==> config.mk <==
export PLATFORM = sky130hd
export DESIGN_NAME = psp_pin_mux
export DESIGN_NICKNAME = d
export VERILOG_FILES = /design/src/hdl/psp_pkg.sv /design/src/hdl/psp_sync_edge.sv /design/src/hdl/psp_pin_mux.sv
export SDC_FILE = /design/constraint.sdc
export NUM_CORES = 1
export LEC_CHECK = 0
export BUFFER_PORTS_ARGS = -buffer_cell sky130_fd_sc_hd__buf_4
export CAP_MARGIN = 20
export CORE_MARGIN = 4
export CORE_UTILIZATION = 48
export DETAILED_ROUTE_END_ITERATION = 10
export GPL_TIMING_DRIVEN = 1
export PLACE_DENSITY = 0.73
export SLEW_MARGIN = 10
export SYNTH_ARGS = -nofsm -noshare
export SYNTH_HDL_FRONTEND = slang
export SYNTH_SLANG_ARGS = --single-unit
==> constraint.sdc <==
create_clock -name clock_i -period 4.2 [get_ports clock_i]
set_input_delay 1.26 -clock clock_i [delete_from_list [all_inputs] [get_ports clock_i]]
set_output_delay 1.26 -clock clock_i [all_outputs]
set_load 0.05 [all_outputs]
==> src/hdl/psp_pkg.sv <==
// Purpose: Shared constants and carrier types for the serial/second port pin mux
// Assumes: 32-bit APB register words, byte offsets below
// Notes: All reset values are zero so every pin starts as plain GPIO
package psp_pkg;
  localparam int SER_W = 6;
  localparam int SEC_W = 3;
  localparam int ST_W = 10;

  localparam logic [11:0] ROUTE_A_OFS = 12'h000;
  localparam logic [11:0] ROUTE_B_OFS = 12'h004;
  localparam logic [11:0] IRQ_CTRL_OFS = 12'h008;
  localparam logic [11:0] MISC_OFS = 12'h00c;
  localparam logic [11:0] CLKOUT_OFS = 12'h010;
  localparam logic [11:0] SER_DATA_OFS = 12'h020;
  localparam logic [11:0] SER_IN_OFS = 12'h024;
  localparam logic [11:0] SER_DIR_OFS = 12'h028;
  localparam logic [11:0] SEC_DATA_OFS = 12'h040;
  localparam logic [11:0] SEC_IN_OFS = 12'h044;
  localparam logic [11:0] SEC_DIR_OFS = 12'h048;
  localparam logic [11:0] EDGE_POL_OFS = 12'h060;
  localparam logic [11:0] STATUS_OFS = 12'h064;
  localparam logic [11:0] MASK_OFS = 12'h068;
  localparam logic [11:0] PIN_STATE_OFS = 12'h06c;

  // Route A: select/route bits as in the mode routing byte
  localparam int SPI_SS_RR_BIT = 5;
  localparam int SPI_RR_BIT = 4;
  localparam int UART1_RR_BIT = 3;
  localparam int LIN_RR_LSB = 0;
  localparam logic [2:0] LIN_ROUTE_CODE = 3'h1;
  // Route B: pwm routing
  localparam int PWM_PORT_RR_BIT = 3;
  localparam int PWM_MID_RR_BIT = 1;
  localparam int PWM_LOW_RR_BIT = 0;
  localparam int IRQ_EDGE_BIT = 1;
  localparam int IRQ_EN_BIT = 0;
  localparam int OCP_EN_BIT = 1;
  localparam int CLKOUT_EN_BIT = 0;
  localparam int ST_SER_LSB = 0;
  localparam int ST_SEC_LSB = 6;
  localparam int ST_OC_BIT = 9;

  localparam logic [5:0] ROUTE_A_RST = 6'h00;
  localparam logic [3:0] ROUTE_B_RST = 4'h0;
  localparam logic [1:0] IRQ_CTRL_RST = 2'h0;
  localparam logic [SER_W-1:0] SER_RST = 6'h00;
  localparam logic [SEC_W-1:0] SEC_RST = 3'h0;
  localparam logic [ST_W-1:0] ST_RST = 10'h000;

  typedef struct packed {
    logic psel;
    logic penable;
    logic pwrite;
    logic [11:0] paddr;
    logic [31:0] pwdata;
  } psp_apb_req_type;

  typedef struct packed {
    logic pready;
    logic pslverr;
    logic [31:0] prdata;
  } psp_apb_rsp_type;

  // Index order of spi lanes: 0 select, 1 clock, 2 host out, 3 host in
  typedef struct packed {
    logic prof_en;
    logic prof_data;
    logic prof_clk;
    logic spi_en;
    logic [3:0] spi_out;
    logic [3:0] spi_drive;
    logic uart1_en;
    logic uart1_tx;
    logic lin_en;
    logic lin_rx_out;
    logic can_en;
    logic can_tx;
    logic [1:0] trig_en;
    logic [1:0] trig;
    logic dbg_event_en;
    logic [2:0] pwm_en;
    logic [2:0] pwm;
    logic fault_en;
  } psp_periph_out_type;

  typedef struct packed {
    logic [3:0] spi_in;
    logic uart1_rx;
    logic lin_tx_in;
    logic can_rx;
    logic dbg_event;
    logic fault;
  } psp_periph_in_type;
endpackage

==> src/hdl/psp_sync_edge.sv <==
// Purpose: Two-stage synchroniser with edge pulses for a group of pins
// Assumes: Pins are asynchronous to clock_i
// Notes: Edge pulses lag the pin by two clocks
`timescale 1ns/1ps
module psp_sync_edge #(
  parameter int WIDTH = 1
) (
  input wire logic clock_i,
  input wire logic rst_n_i,
  input wire logic [WIDTH-1:0] pin_i,
  output logic [WIDTH-1:0] level_o,
  output logic [WIDTH-1:0] rise_o,
  output logic [WIDTH-1:0] fall_o
);
  typedef struct packed {
    logic [WIDTH-1:0] meta;
    logic [WIDTH-1:0] lvl;
    logic [WIDTH-1:0] prev;
  } psp_sync_state_type;

  psp_sync_state_type s_q;
  psp_sync_state_type s_d;

  // First stage feeds only the second stage
  always_comb begin
    s_d.meta = pin_i;
    s_d.lvl = s_q.meta;
    s_d.prev = s_q.lvl;
  end

  always_ff @(posedge clock_i or negedge rst_n_i) begin
    if (!rst_n_i) begin
      s_q <= '0;
    end else begin
      s_q <= s_d;
    end
  end

  assign level_o = s_q.lvl;
  assign rise_o = s_q.lvl & ~s_q.prev;
  assign fall_o = ~s_q.lvl & s_q.prev;
endmodule

==> src/hdl/psp_pin_mux.sv <==
// Purpose: Pin function mux for the six-pin serial port and three-pin second port
// Assumes: APB slave, zero wait state; peripherals and cpu flags on clock_i
// Notes: Pin outputs lag the selecting inputs by one clock
//
// Local design decisions: register access over APB and the address map.
`timescale 1ns/1ps
module psp_pin_mux (
  input wire logic clock_i,
  input wire logic rst_n_i,
  input wire psp_pkg::psp_apb_req_type apb_i,
  output psp_pkg::psp_apb_rsp_type apb_o,
  input wire psp_pkg::psp_periph_out_type periph_i,
  output psp_pkg::psp_periph_in_type periph_o,
  input wire logic x_mask_i,
  input wire logic irq_ack_i,
  input wire logic overcurrent_i,
  input wire logic [psp_pkg::SER_W-1:0] serial_pin_i,
  output logic [psp_pkg::SER_W-1:0] serial_pin_o,
  output logic [psp_pkg::SER_W-1:0] serial_pin_oe_n_o,
  input wire logic [psp_pkg::SEC_W-1:0] second_pin_i,
  output logic [psp_pkg::SEC_W-1:0] second_pin_o,
  output logic [psp_pkg::SEC_W-1:0] second_pin_oe_n_o,
  output logic irq_o,
  output logic irq_req_o,
  output logic nmi_req_o,
  output logic wake_o
);
  typedef struct packed {
    logic [5:0] route_a;
    logic [3:0] route_b;
    logic [1:0] irq_ctrl;
    logic ocp_en;
    logic clkout_en;
    logic [psp_pkg::SER_W-1:0] ser_data;
    logic [psp_pkg::SER_W-1:0] ser_dir;
    logic [psp_pkg::SEC_W-1:0] sec_data;
    logic [psp_pkg::SEC_W-1:0] sec_dir;
    logic [psp_pkg::ST_W-2:0] edge_pol;
    logic [psp_pkg::ST_W-1:0] status;
    logic [psp_pkg::ST_W-1:0] mask;
    logic nmi_armed;
    logic irq_pend;
    logic clk_div;
    logic [psp_pkg::SER_W-1:0] ser_pin;
    logic [psp_pkg::SER_W-1:0] ser_oe_n;
    logic [psp_pkg::SEC_W-1:0] sec_pin;
    logic [psp_pkg::SEC_W-1:0] sec_oe_n;
    logic irq;
    logic irq_req;
    logic nmi_req;
    logic wake;
    psp_pkg::psp_periph_in_type pin_in;
    psp_pkg::psp_apb_rsp_type rsp;
  } psp_state_type;

  psp_state_type s_q;
  psp_state_type s_d;
  logic [psp_pkg::SER_W-1:0] ser_lvl, ser_rise, ser_fall;
  logic [psp_pkg::SEC_W-1:0] sec_lvl, sec_rise, sec_fall;
  logic oc_lvl, oc_rise;
  logic [psp_pkg::ST_W-2:0] key_hit;
  logic oc_event;
  logic spi_here;
  logic wr;
  logic [psp_pkg::SER_W-1:0] so, sd;
  logic [psp_pkg::SEC_W-1:0] po, pd;

  psp_sync_edge #(.WIDTH(psp_pkg::SER_W)) u_ser_sync (
    .clock_i(clock_i), .rst_n_i(rst_n_i), .pin_i(serial_pin_i),
    .level_o(ser_lvl), .rise_o(ser_rise), .fall_o(ser_fall));
  psp_sync_edge #(.WIDTH(psp_pkg::SEC_W)) u_sec_sync (
    .clock_i(clock_i), .rst_n_i(rst_n_i), .pin_i(second_pin_i),
    .level_o(sec_lvl), .rise_o(sec_rise), .fall_o(sec_fall));
  psp_sync_edge #(.WIDTH(1)) u_oc_sync (
    .clock_i(clock_i), .rst_n_i(rst_n_i), .pin_i(overcurrent_i),
    .level_o(oc_lvl), .rise_o(oc_rise), .fall_o());

  // Polarity bit set selects rising edge, clear selects falling
  assign key_hit = (s_q.edge_pol & {sec_rise, ser_rise}) | (~s_q.edge_pol & {sec_fall, ser_fall});
  // Only counts while pin zero actually sources current
  assign oc_event = oc_rise & s_q.ocp_en & ~s_q.sec_oe_n[0] & s_q.sec_pin[0];
  assign spi_here = periph_i.spi_en & ~s_q.route_a[psp_pkg::SPI_RR_BIT];
  assign wr = apb_i.psel & apb_i.penable & apb_i.pwrite & s_q.rsp.pready;

  always_comb begin
    s_d = s_q;
    // Serial port, priority from top to bottom, GPIO last
    so = s_q.ser_data;
    sd = s_q.ser_dir;
    if (periph_i.prof_en) begin
      so[5] = periph_i.prof_data;
      sd[5] = 1'b1;
    end else if (spi_here & ~s_q.route_a[psp_pkg::SPI_SS_RR_BIT]) begin
      so[5] = periph_i.spi_out[0];
      sd[5] = periph_i.spi_drive[0];
    end
    if (periph_i.prof_en) begin
      so[4] = periph_i.prof_clk;
      sd[4] = 1'b1;
    end else if (spi_here) begin
      so[4] = periph_i.spi_out[1];
      sd[4] = periph_i.spi_drive[1];
    end
    if (spi_here) begin
      so[3] = periph_i.spi_out[2];
      sd[3] = periph_i.spi_drive[2];
      so[2] = periph_i.spi_out[3];
      sd[2] = periph_i.spi_drive[3];
    end else if (periph_i.uart1_en & s_q.route_a[psp_pkg::UART1_RR_BIT]) begin
      so[3] = periph_i.uart1_tx;
      sd[3] = 1'b1;
      sd[2] = 1'b0;
    end else if (periph_i.dbg_event_en) begin
      sd[3] = 1'b0;
    end
    if (periph_i.trig_en[1]) begin
      so[1] = periph_i.trig[1];
      sd[1] = 1'b1;
    end else if (periph_i.lin_en & (s_q.route_a[2:0] == psp_pkg::LIN_ROUTE_CODE)) begin
      sd[1] = 1'b0;
    end else if (periph_i.can_en) begin
      so[1] = periph_i.can_tx;
      sd[1] = 1'b1;
    end else if (periph_i.uart1_en & ~s_q.route_a[psp_pkg::UART1_RR_BIT]) begin
      so[1] = periph_i.uart1_tx;
      sd[1] = 1'b1;
    end
    if (periph_i.trig_en[0]) begin
      so[0] = periph_i.trig[0];
      sd[0] = 1'b1;
    end else if (periph_i.lin_en & (s_q.route_a[2:0] == psp_pkg::LIN_ROUTE_CODE)) begin
      so[0] = periph_i.lin_rx_out;
      sd[0] = 1'b1;
    end else if (periph_i.can_en | (periph_i.uart1_en & ~s_q.route_a[psp_pkg::UART1_RR_BIT])) begin
      sd[0] = 1'b0;
    end
    // Second port
    po = s_q.sec_data;
    pd = s_q.sec_dir;
    if (periph_i.pwm_en[2] & s_q.route_b[psp_pkg::PWM_MID_RR_BIT] & s_q.route_b[psp_pkg::PWM_PORT_RR_BIT]) begin
      po[2] = periph_i.pwm[2];
      pd[2] = 1'b1;
    end
    if (s_q.irq_ctrl[psp_pkg::IRQ_EN_BIT]) begin
      pd[1] = 1'b0;
    end else if (periph_i.pwm_en[1] & s_q.route_b[psp_pkg::PWM_LOW_RR_BIT]
                 & s_q.route_b[psp_pkg::PWM_PORT_RR_BIT]) begin
      po[1] = periph_i.pwm[1];
      pd[1] = 1'b1;
    end
    // Once armed the pin stays an input whatever software writes
    if (s_q.nmi_armed | periph_i.fault_en) begin
      pd[0] = 1'b0;
    end else if (s_q.clkout_en) begin
      po[0] = s_q.clk_div;
      pd[0] = 1'b1;
    end else if (periph_i.pwm_en[0] & s_q.route_b[psp_pkg::PWM_LOW_RR_BIT]
                 & s_q.route_b[psp_pkg::PWM_PORT_RR_BIT]) begin
      po[0] = periph_i.pwm[0];
      pd[0] = 1'b1;
    end
    s_d.ser_pin = so;
    s_d.ser_oe_n = ~sd;
    s_d.sec_pin = po;
    s_d.sec_oe_n = ~pd;
    s_d.clk_div = s_q.clkout_en & ~s_q.clk_div;

    s_d.pin_in.spi_in = {ser_lvl[2], ser_lvl[3], ser_lvl[4], ser_lvl[5]};
    s_d.pin_in.uart1_rx = s_q.route_a[psp_pkg::UART1_RR_BIT] ? ser_lvl[2] : ser_lvl[0];
    s_d.pin_in.lin_tx_in = ser_lvl[1];
    s_d.pin_in.can_rx = ser_lvl[0];
    s_d.pin_in.dbg_event = ser_lvl[3];
    s_d.pin_in.fault = sec_lvl[0];

    // Register writes; a hardware set beats a write-one clear
    if (wr) begin
      unique case (apb_i.paddr)
        psp_pkg::ROUTE_A_OFS: s_d.route_a = apb_i.pwdata[5:0];
        psp_pkg::ROUTE_B_OFS: s_d.route_b = apb_i.pwdata[3:0];
        psp_pkg::IRQ_CTRL_OFS: s_d.irq_ctrl = apb_i.pwdata[1:0];
        psp_pkg::MISC_OFS: s_d.ocp_en = apb_i.pwdata[psp_pkg::OCP_EN_BIT];
        psp_pkg::CLKOUT_OFS: s_d.clkout_en = apb_i.pwdata[psp_pkg::CLKOUT_EN_BIT];
        psp_pkg::SER_DATA_OFS: s_d.ser_data = apb_i.pwdata[psp_pkg::SER_W-1:0];
        psp_pkg::SER_DIR_OFS: s_d.ser_dir = apb_i.pwdata[psp_pkg::SER_W-1:0];
        psp_pkg::SEC_DATA_OFS: s_d.sec_data = apb_i.pwdata[psp_pkg::SEC_W-1:0];
        psp_pkg::SEC_DIR_OFS: s_d.sec_dir = apb_i.pwdata[psp_pkg::SEC_W-1:0];
        psp_pkg::EDGE_POL_OFS: s_d.edge_pol = apb_i.pwdata[psp_pkg::ST_W-2:0];
        psp_pkg::STATUS_OFS: s_d.status = s_q.status & ~apb_i.pwdata[psp_pkg::ST_W-1:0];
        psp_pkg::MASK_OFS: s_d.mask = apb_i.pwdata[psp_pkg::ST_W-1:0];
        default: s_d.mask = s_q.mask;
      endcase
    end
    s_d.status = s_d.status | {oc_event, key_hit};

    // Armed on the first cleared X bit, held until reset
    s_d.nmi_armed = s_q.nmi_armed | ~x_mask_i;
    s_d.nmi_req = s_d.nmi_armed & ~sec_lvl[0];
    s_d.irq_pend = s_q.irq_ctrl[psp_pkg::IRQ_EN_BIT] & ((s_q.irq_pend & ~irq_ack_i) | sec_fall[1]);
    s_d.irq_req = s_q.irq_ctrl[psp_pkg::IRQ_EN_BIT]
                  & (s_q.irq_ctrl[psp_pkg::IRQ_EDGE_BIT] ? s_d.irq_pend : ~sec_lvl[1]);
    s_d.irq = |(s_d.status & s_d.mask);
    // Non-maskable source wakes only through the armed request
    s_d.wake = s_d.irq | s_d.irq_req | s_d.nmi_req;

    // Read data is prepared in the setup phase, answered in the first access cycle
    s_d.rsp.pready = apb_i.psel & ~apb_i.penable;
    s_d.rsp.pslverr = 1'b0;
    s_d.rsp.prdata = 32'h0000_0000;
    if (apb_i.psel & ~apb_i.penable) begin
      unique case (apb_i.paddr)
        psp_pkg::ROUTE_A_OFS: s_d.rsp.prdata[5:0] = s_q.route_a;
        psp_pkg::ROUTE_B_OFS: s_d.rsp.prdata[3:0] = s_q.route_b;
        psp_pkg::IRQ_CTRL_OFS: s_d.rsp.prdata[1:0] = s_q.irq_ctrl;
        psp_pkg::MISC_OFS: s_d.rsp.prdata[psp_pkg::OCP_EN_BIT] = s_q.ocp_en;
        psp_pkg::CLKOUT_OFS: s_d.rsp.prdata[psp_pkg::CLKOUT_EN_BIT] = s_q.clkout_en;
        psp_pkg::SER_DATA_OFS: s_d.rsp.prdata[psp_pkg::SER_W-1:0] = s_q.ser_data;
        psp_pkg::SER_IN_OFS: s_d.rsp.prdata[psp_pkg::SER_W-1:0] = ser_lvl;
        psp_pkg::SER_DIR_OFS: s_d.rsp.prdata[psp_pkg::SER_W-1:0] = s_q.ser_dir;
        psp_pkg::SEC_DATA_OFS: s_d.rsp.prdata[psp_pkg::SEC_W-1:0] = s_q.sec_data;
        psp_pkg::SEC_IN_OFS: s_d.rsp.prdata[psp_pkg::SEC_W-1:0] = sec_lvl;
        psp_pkg::SEC_DIR_OFS: s_d.rsp.prdata[psp_pkg::SEC_W-1:0] = s_q.sec_dir;
        psp_pkg::EDGE_POL_OFS: s_d.rsp.prdata[psp_pkg::ST_W-2:0] = s_q.edge_pol;
        psp_pkg::STATUS_OFS: s_d.rsp.prdata[psp_pkg::ST_W-1:0] = s_q.status;
        psp_pkg::MASK_OFS: s_d.rsp.prdata[psp_pkg::ST_W-1:0] = s_q.mask;
        psp_pkg::PIN_STATE_OFS: s_d.rsp.prdata[2:0] = {oc_lvl, s_q.irq_pend, s_q.nmi_armed};
        default: s_d.rsp.pslverr = 1'b1;
      endcase
    end
  end

  always_ff @(posedge clock_i or negedge rst_n_i) begin
    if (!rst_n_i) begin
      s_q <= '0;
      s_q.ser_oe_n <= '1;
      s_q.sec_oe_n <= '1;
    end else begin
      s_q <= s_d;
    end
  end

  assign apb_o = s_q.rsp;
  assign periph_o = s_q.pin_in;
  assign serial_pin_o = s_q.ser_pin;
  assign serial_pin_oe_n_o = s_q.ser_oe_n;
  assign second_pin_o = s_q.sec_pin;
  assign second_pin_oe_n_o = s_q.sec_oe_n;
  assign irq_o = s_q.irq;
  assign irq_req_o = s_q.irq_req;
  assign nmi_req_o = s_q.nmi_req;
  assign wake_o = s_q.wake;
endmodule

-- Word level (Yosys, flattened, before mapping)
Cells that the tools add are included.
- eq/ne operators: 15
- multiplexer cells: 55
- bitwise operators: 59
- reduce and logical (&&, ||, !) cells: 13
- operator list (kind ; number):
    $eq 12x7->1 const B ; 7
    $mux 1 ; 43
    $eq 12x6->1 const B ; 3
    $mux 10 ; 3
    $pmux 1 s14 ; 2
    $and 1x1->1 ; 24
    $eq 12x4->1 const B ; 2
    $and 10x10->10 ; 2
    $mux 20 ; 1
    $reduce_and 2->1 ; 10
    $and 9x9->9 ; 2
    $not 6->6 ; 3
    $reduce_or 15->1 ; 1
    $pmux 2 s7 ; 1
    $and 6x6->6 ; 2
    $eq 12x3->1 const B ; 1
    $eq 12x5->1 const B ; 1
    $logic_not 12->1 ; 1
    $pmux 1 s12 ; 1
    $not 1->1 ; 11
    $not 10->10 ; 1
    $or 10x10->10 ; 1
    $reduce_or 10->1 ; 1
    $not 3->3 ; 3
    other kinds (9) ; 15
- register bits after elaboration: 137
- input port bits: 91
- output and inout port bits: 65

-- Logic depth before layout (Yosys ltp)
- word-level depth: 10
- mapped depth: 9
- mapped depth without buffers: 6

-- Modules after synthesis
Synthesis repeated with hierarchy kept, for this count alone.
- cells, all modules: 557
- area, all modules: 6448.7 µm²
- modules (own cells, without submodules) (module ; times used ; cells each ; area each (µm²) ; seq. area each (µm²)):
    psp_pin_mux ; 1 ; 498 ; 5457.7 ; 2663.8
    psp_sync_edge at u_ser_sync ; 1 ; 36 ; 600.6 ; 450.4
    psp_sync_edge at u_sec_sync ; 1 ; 18 ; 300.3 ; 225.2
    psp_sync_edge at u_oc_sync ; 1 ; 5 ; 90.1 ; 75.1

-- Worst setup path after synthesis
No wires, ideal clock.
- path type: input to register
- from: input port apb_i[36] (netlist name)
- to: register s_q, in the netlist wake_o
- setup time: 125 ps
- arrival: 2901 ps
- data required time: 4075 ps
- slack: 1174 ps
- stages on the path: 9
- buffers on the path: 3
- cell sequence: buf_2 > nor4bb_1 > buf_4 > nand4_1 > buf_2 > mux2_4 > a22oi_1 > and4bb_1 > nand3_1
- RTL lines (element ; RTL line ; text):
    start: declaration ; psp_pin_mux.sv:10 ; input wire psp_pkg::psp_apb_req_type apb_i,
    end: declaration ; psp_pin_mux.sv:56 ; psp_state_type s_q;

==> metrics <==
WL per Instance 19.4 um; P_leak 0.00340 uW; Fin Hold WS 0.348 ns; CTS tree done; FP Rows 41; Clock Latency Late Sink 0.41 ns; via count 4476; CTS Root Cell clkbuf_16; vias in the first global route 4664; Hold Crit Class reg2reg; All-Layer GR Usage 22.9%; R2R Path Start apb_o[33]; fmax 314 MHz; RSZ-0062 raised after global routing false; Worst Min Path Start u_sec_sync.s_d[5]; Power Density 405 nW/um^2; warnings from Yosys 0; Avg Cell Area, Syn 11.0 um^2; Reg clk slew, reported paths 0.05 ns; Post-synth EDFFs 0; Worst VDD drop 302 uV; final setup vio count 0; share of layout cells above drive strength 1 32.4%; Reg2Reg Depth 6; ys flop type dfrtp_1; critical path class in2reg; CP endpoint kind register; DRC 0; chip height 121 um; pin count of the biggest net entering global routing 52; Arr. time, crit path 3.48 ns; Pre-Repair DR Iteration Count 5; setup TNS 0 ns; core area 12600 um^2; nets@finish 732; status finished, final reports clean; total die area 14700 um^2; crit path time final 3.19 ns; Yosys reg bits 129; Worst path slowest cell a2111o_1; Critical Path RT 4.50 ns; post-route ant nets 0; max_cap viols 0; slew margin rel. 55.5%; grt total ovfl 0; Final Hold Vio Count 0; nature of the critical path startpoint primary input; period utilization 75.8%; starting density of the core 48.8%; Worst Skew 0.00972 ns; # fillers 1074; post-CTS sizing 0; Die Wd 121 um; Final Max Tran Viols 0; ys async rst share 100%; Buffers on Ports 111; I/O pins 156; crit-path most repeated cell buf_4; Worst Path Max Fanout 18; post-CTS setup repair buffer count 0; Max clock buf depth 2; RePlAce Congestion 0.903; Finished Layout Cells 826; Mapped Area 6130 um^2; Starting DRT DRC Count 279; Inst Count DP 794; register area 3240 um^2; setup slack, reg-to-reg 1.74 ns; Crit path largest cell delay 0.52 ns; ordered list of cells on the worst path buf_4 > nor4bb_1 > buf_4 > nand4_4 > a2111o_1 > a22oi_1 > and4bb_1 > nand3_1; CTS Buf Count 17; Worst-Margin Slew 0.668 ns; initial antenna violation count 0; multi-input logic area 2380 um^2; total clock sinks 129; WHS Endpoint u_sec_sync.level_o[2]; sequential area share after synthesis 52.8%; Mapped Cells 558; first-pass GRT wire length 25400 um; routed vias/inst 5.42; count of cell types in the netlist 56; area delta synth->final 20.4%; H-tree depth 4; hold buffers post-CTS 0; WHS Path Cells 0; Antenna Cells 0; DRT Wirelength 16100 um; R2R Path End wake_o; HPWL Detailed 11900 um
-- state kept, by name, summed over array words and instances (netlist names), 5 cells and up --
signal and cells:
u_ser_sync.level_o 6, serial_pin_oe_n_o 6, u_ser_sync.s_q 5, u_ser_sync.s_d 6, serial_pin_o 6, s_q 64, apb_o 12
-- area by class of cell --
| cell class | instances | area share [%] |
|---|---|---|
| tap | 172 | 2.92 |
| timing repair buffer | 123 | 12.5 |
| clock inverter | 5 | 1.12 |
| sequential | 129 | 43.9 |
| inverter | 12 | 0.610 |
| clock buffer | 27 | 6.68 |
| multi-input combinational | 358 | 32.3 |
-- where the power goes --
part	total (uW)	switching, uW	internal [uW]	leakage, uW
Clock	1430	506	921	0.000268
Sequential	1290	16.3	1270	0.00163
Combinational	273	188	85.4	0.00150
Total	2990	710	2280	0.00340
-- cells in the final DEF (no fill, tap or decap), drive strengths merged, types with 3 or more instances in the layout --
cell type,synthesis,routed
a2111o,7,7
a211oi,4,4
a21oi,19,19
a221oi,3,3
a22o,3,3
a22oi,12,12
a31oi,7,7
and2,5,5
and3,4,4
buf,70,123
clkbuf,10,27
clkinvlp,0,3
conb,1,22
dfrtp,120,120
dfstp,9,9
inv,12,12
mux2,48,48
mux2i,15,15
nand2,50,50
nand2b,8,8
nand3,16,16
nand3b,4,4
nand4,6,6
nor2,41,41
nor2b,17,17
nor3,10,10
nor3b,8,8
nor4b,3,3
o21ai,18,18
o22ai,3,3
-- worst max-delay path by stage --
stage | from | end | depth (start not counted)
after detailed placement | apb_i[38] | wake_o | 8
after global placement | apb_i[38] | wake_o | 9
final | apb_i[38] | wake_o | 8
after CTS | apb_i[38] | wake_o | 8
after global routing | apb_i[38] | wake_o | 9
after floorplan | apb_i[36] | wake_o | 9
-- through the flow --
step | worst slack (ns) | total power, uW | util (%) | cell area, um^2
2_1_floorplan | 1.17 | 1480 | - | 6210
3_3_place_gp | 0.604 | 1580 | 54.2 | 6810
3_5_place_dp | 0.560 | 1580 | 54.2 | 6810
4_1_cts | 1.01 | 3010 | 58.7 | 7380
5_1_grt | 0.893 | 3100 | 58.7 | 7380
6_report | 1.01 | 2990 | 58.7 | 7380
-- synth_stat cells, types with 2 or more instances --
library cell	count	share of area [%]
a2111o_1	7	1.3
a2111oi_0	2	0.29
a211oi_1	4	0.49
a21boi_0	2	0.24
a21oi_1	19	1.6
a221oi_1	3	0.43
a22o_1	3	0.43
a22oi_1	12	1.5
a311oi_1	2	0.29
a31oi_1	7	0.71
a32o_1	2	0.33
and2_1	4	0.41
and3_1	4	0.41
buf_2	6	0.49
buf_4	63	7.7
clkbuf_1	10	0.61
dfrtp_1	120	49
dfstp_2	9	3.9
inv_1	12	0.73
mux2_2	47	8.6
mux2i_1	15	2.4
nand2_1	50	3.1
nand2b_1	8	0.82
nand3_1	16	1.3
nand3b_1	4	0.49
nand4_1	5	0.51
nor2_1	41	2.5
nor2b_1	17	1.7
nor3_1	9	0.73
nor3b_1	8	0.98
nor4_2	2	0.41
o21ai_0	18	1.5
o22ai_1	3	0.31
or4_1	2	0.24
-- cells by family after synthesis --
kind of cell	Yosys count	share of synthesized area, %
simple gates	182	15.9
flops	129	52.8
buf+inv	92	9.61
compound gates	91	10.3
mux	63	11.3
other cells	1	0.0611
-- critical path, delay by kind of cell --
kind | cells | cell delay (ns)
buf+inv | 2 | 0.48
compound gates | 2 | 0.77
simple gates | 4 | 0.96
-- per-layer routing --
layer  track usage [%]  part of all wire [%]  vias to the layer above
li1                  -                     -                     2064
met1              30.0                    43                     2237
met2              38.0                    49                      155
met3              4.90                   6.1                       20
met4              7.65                   1.5                        0
met5                 0                     0                        -
No activity file was read; power rests on OpenSTA's default activity.
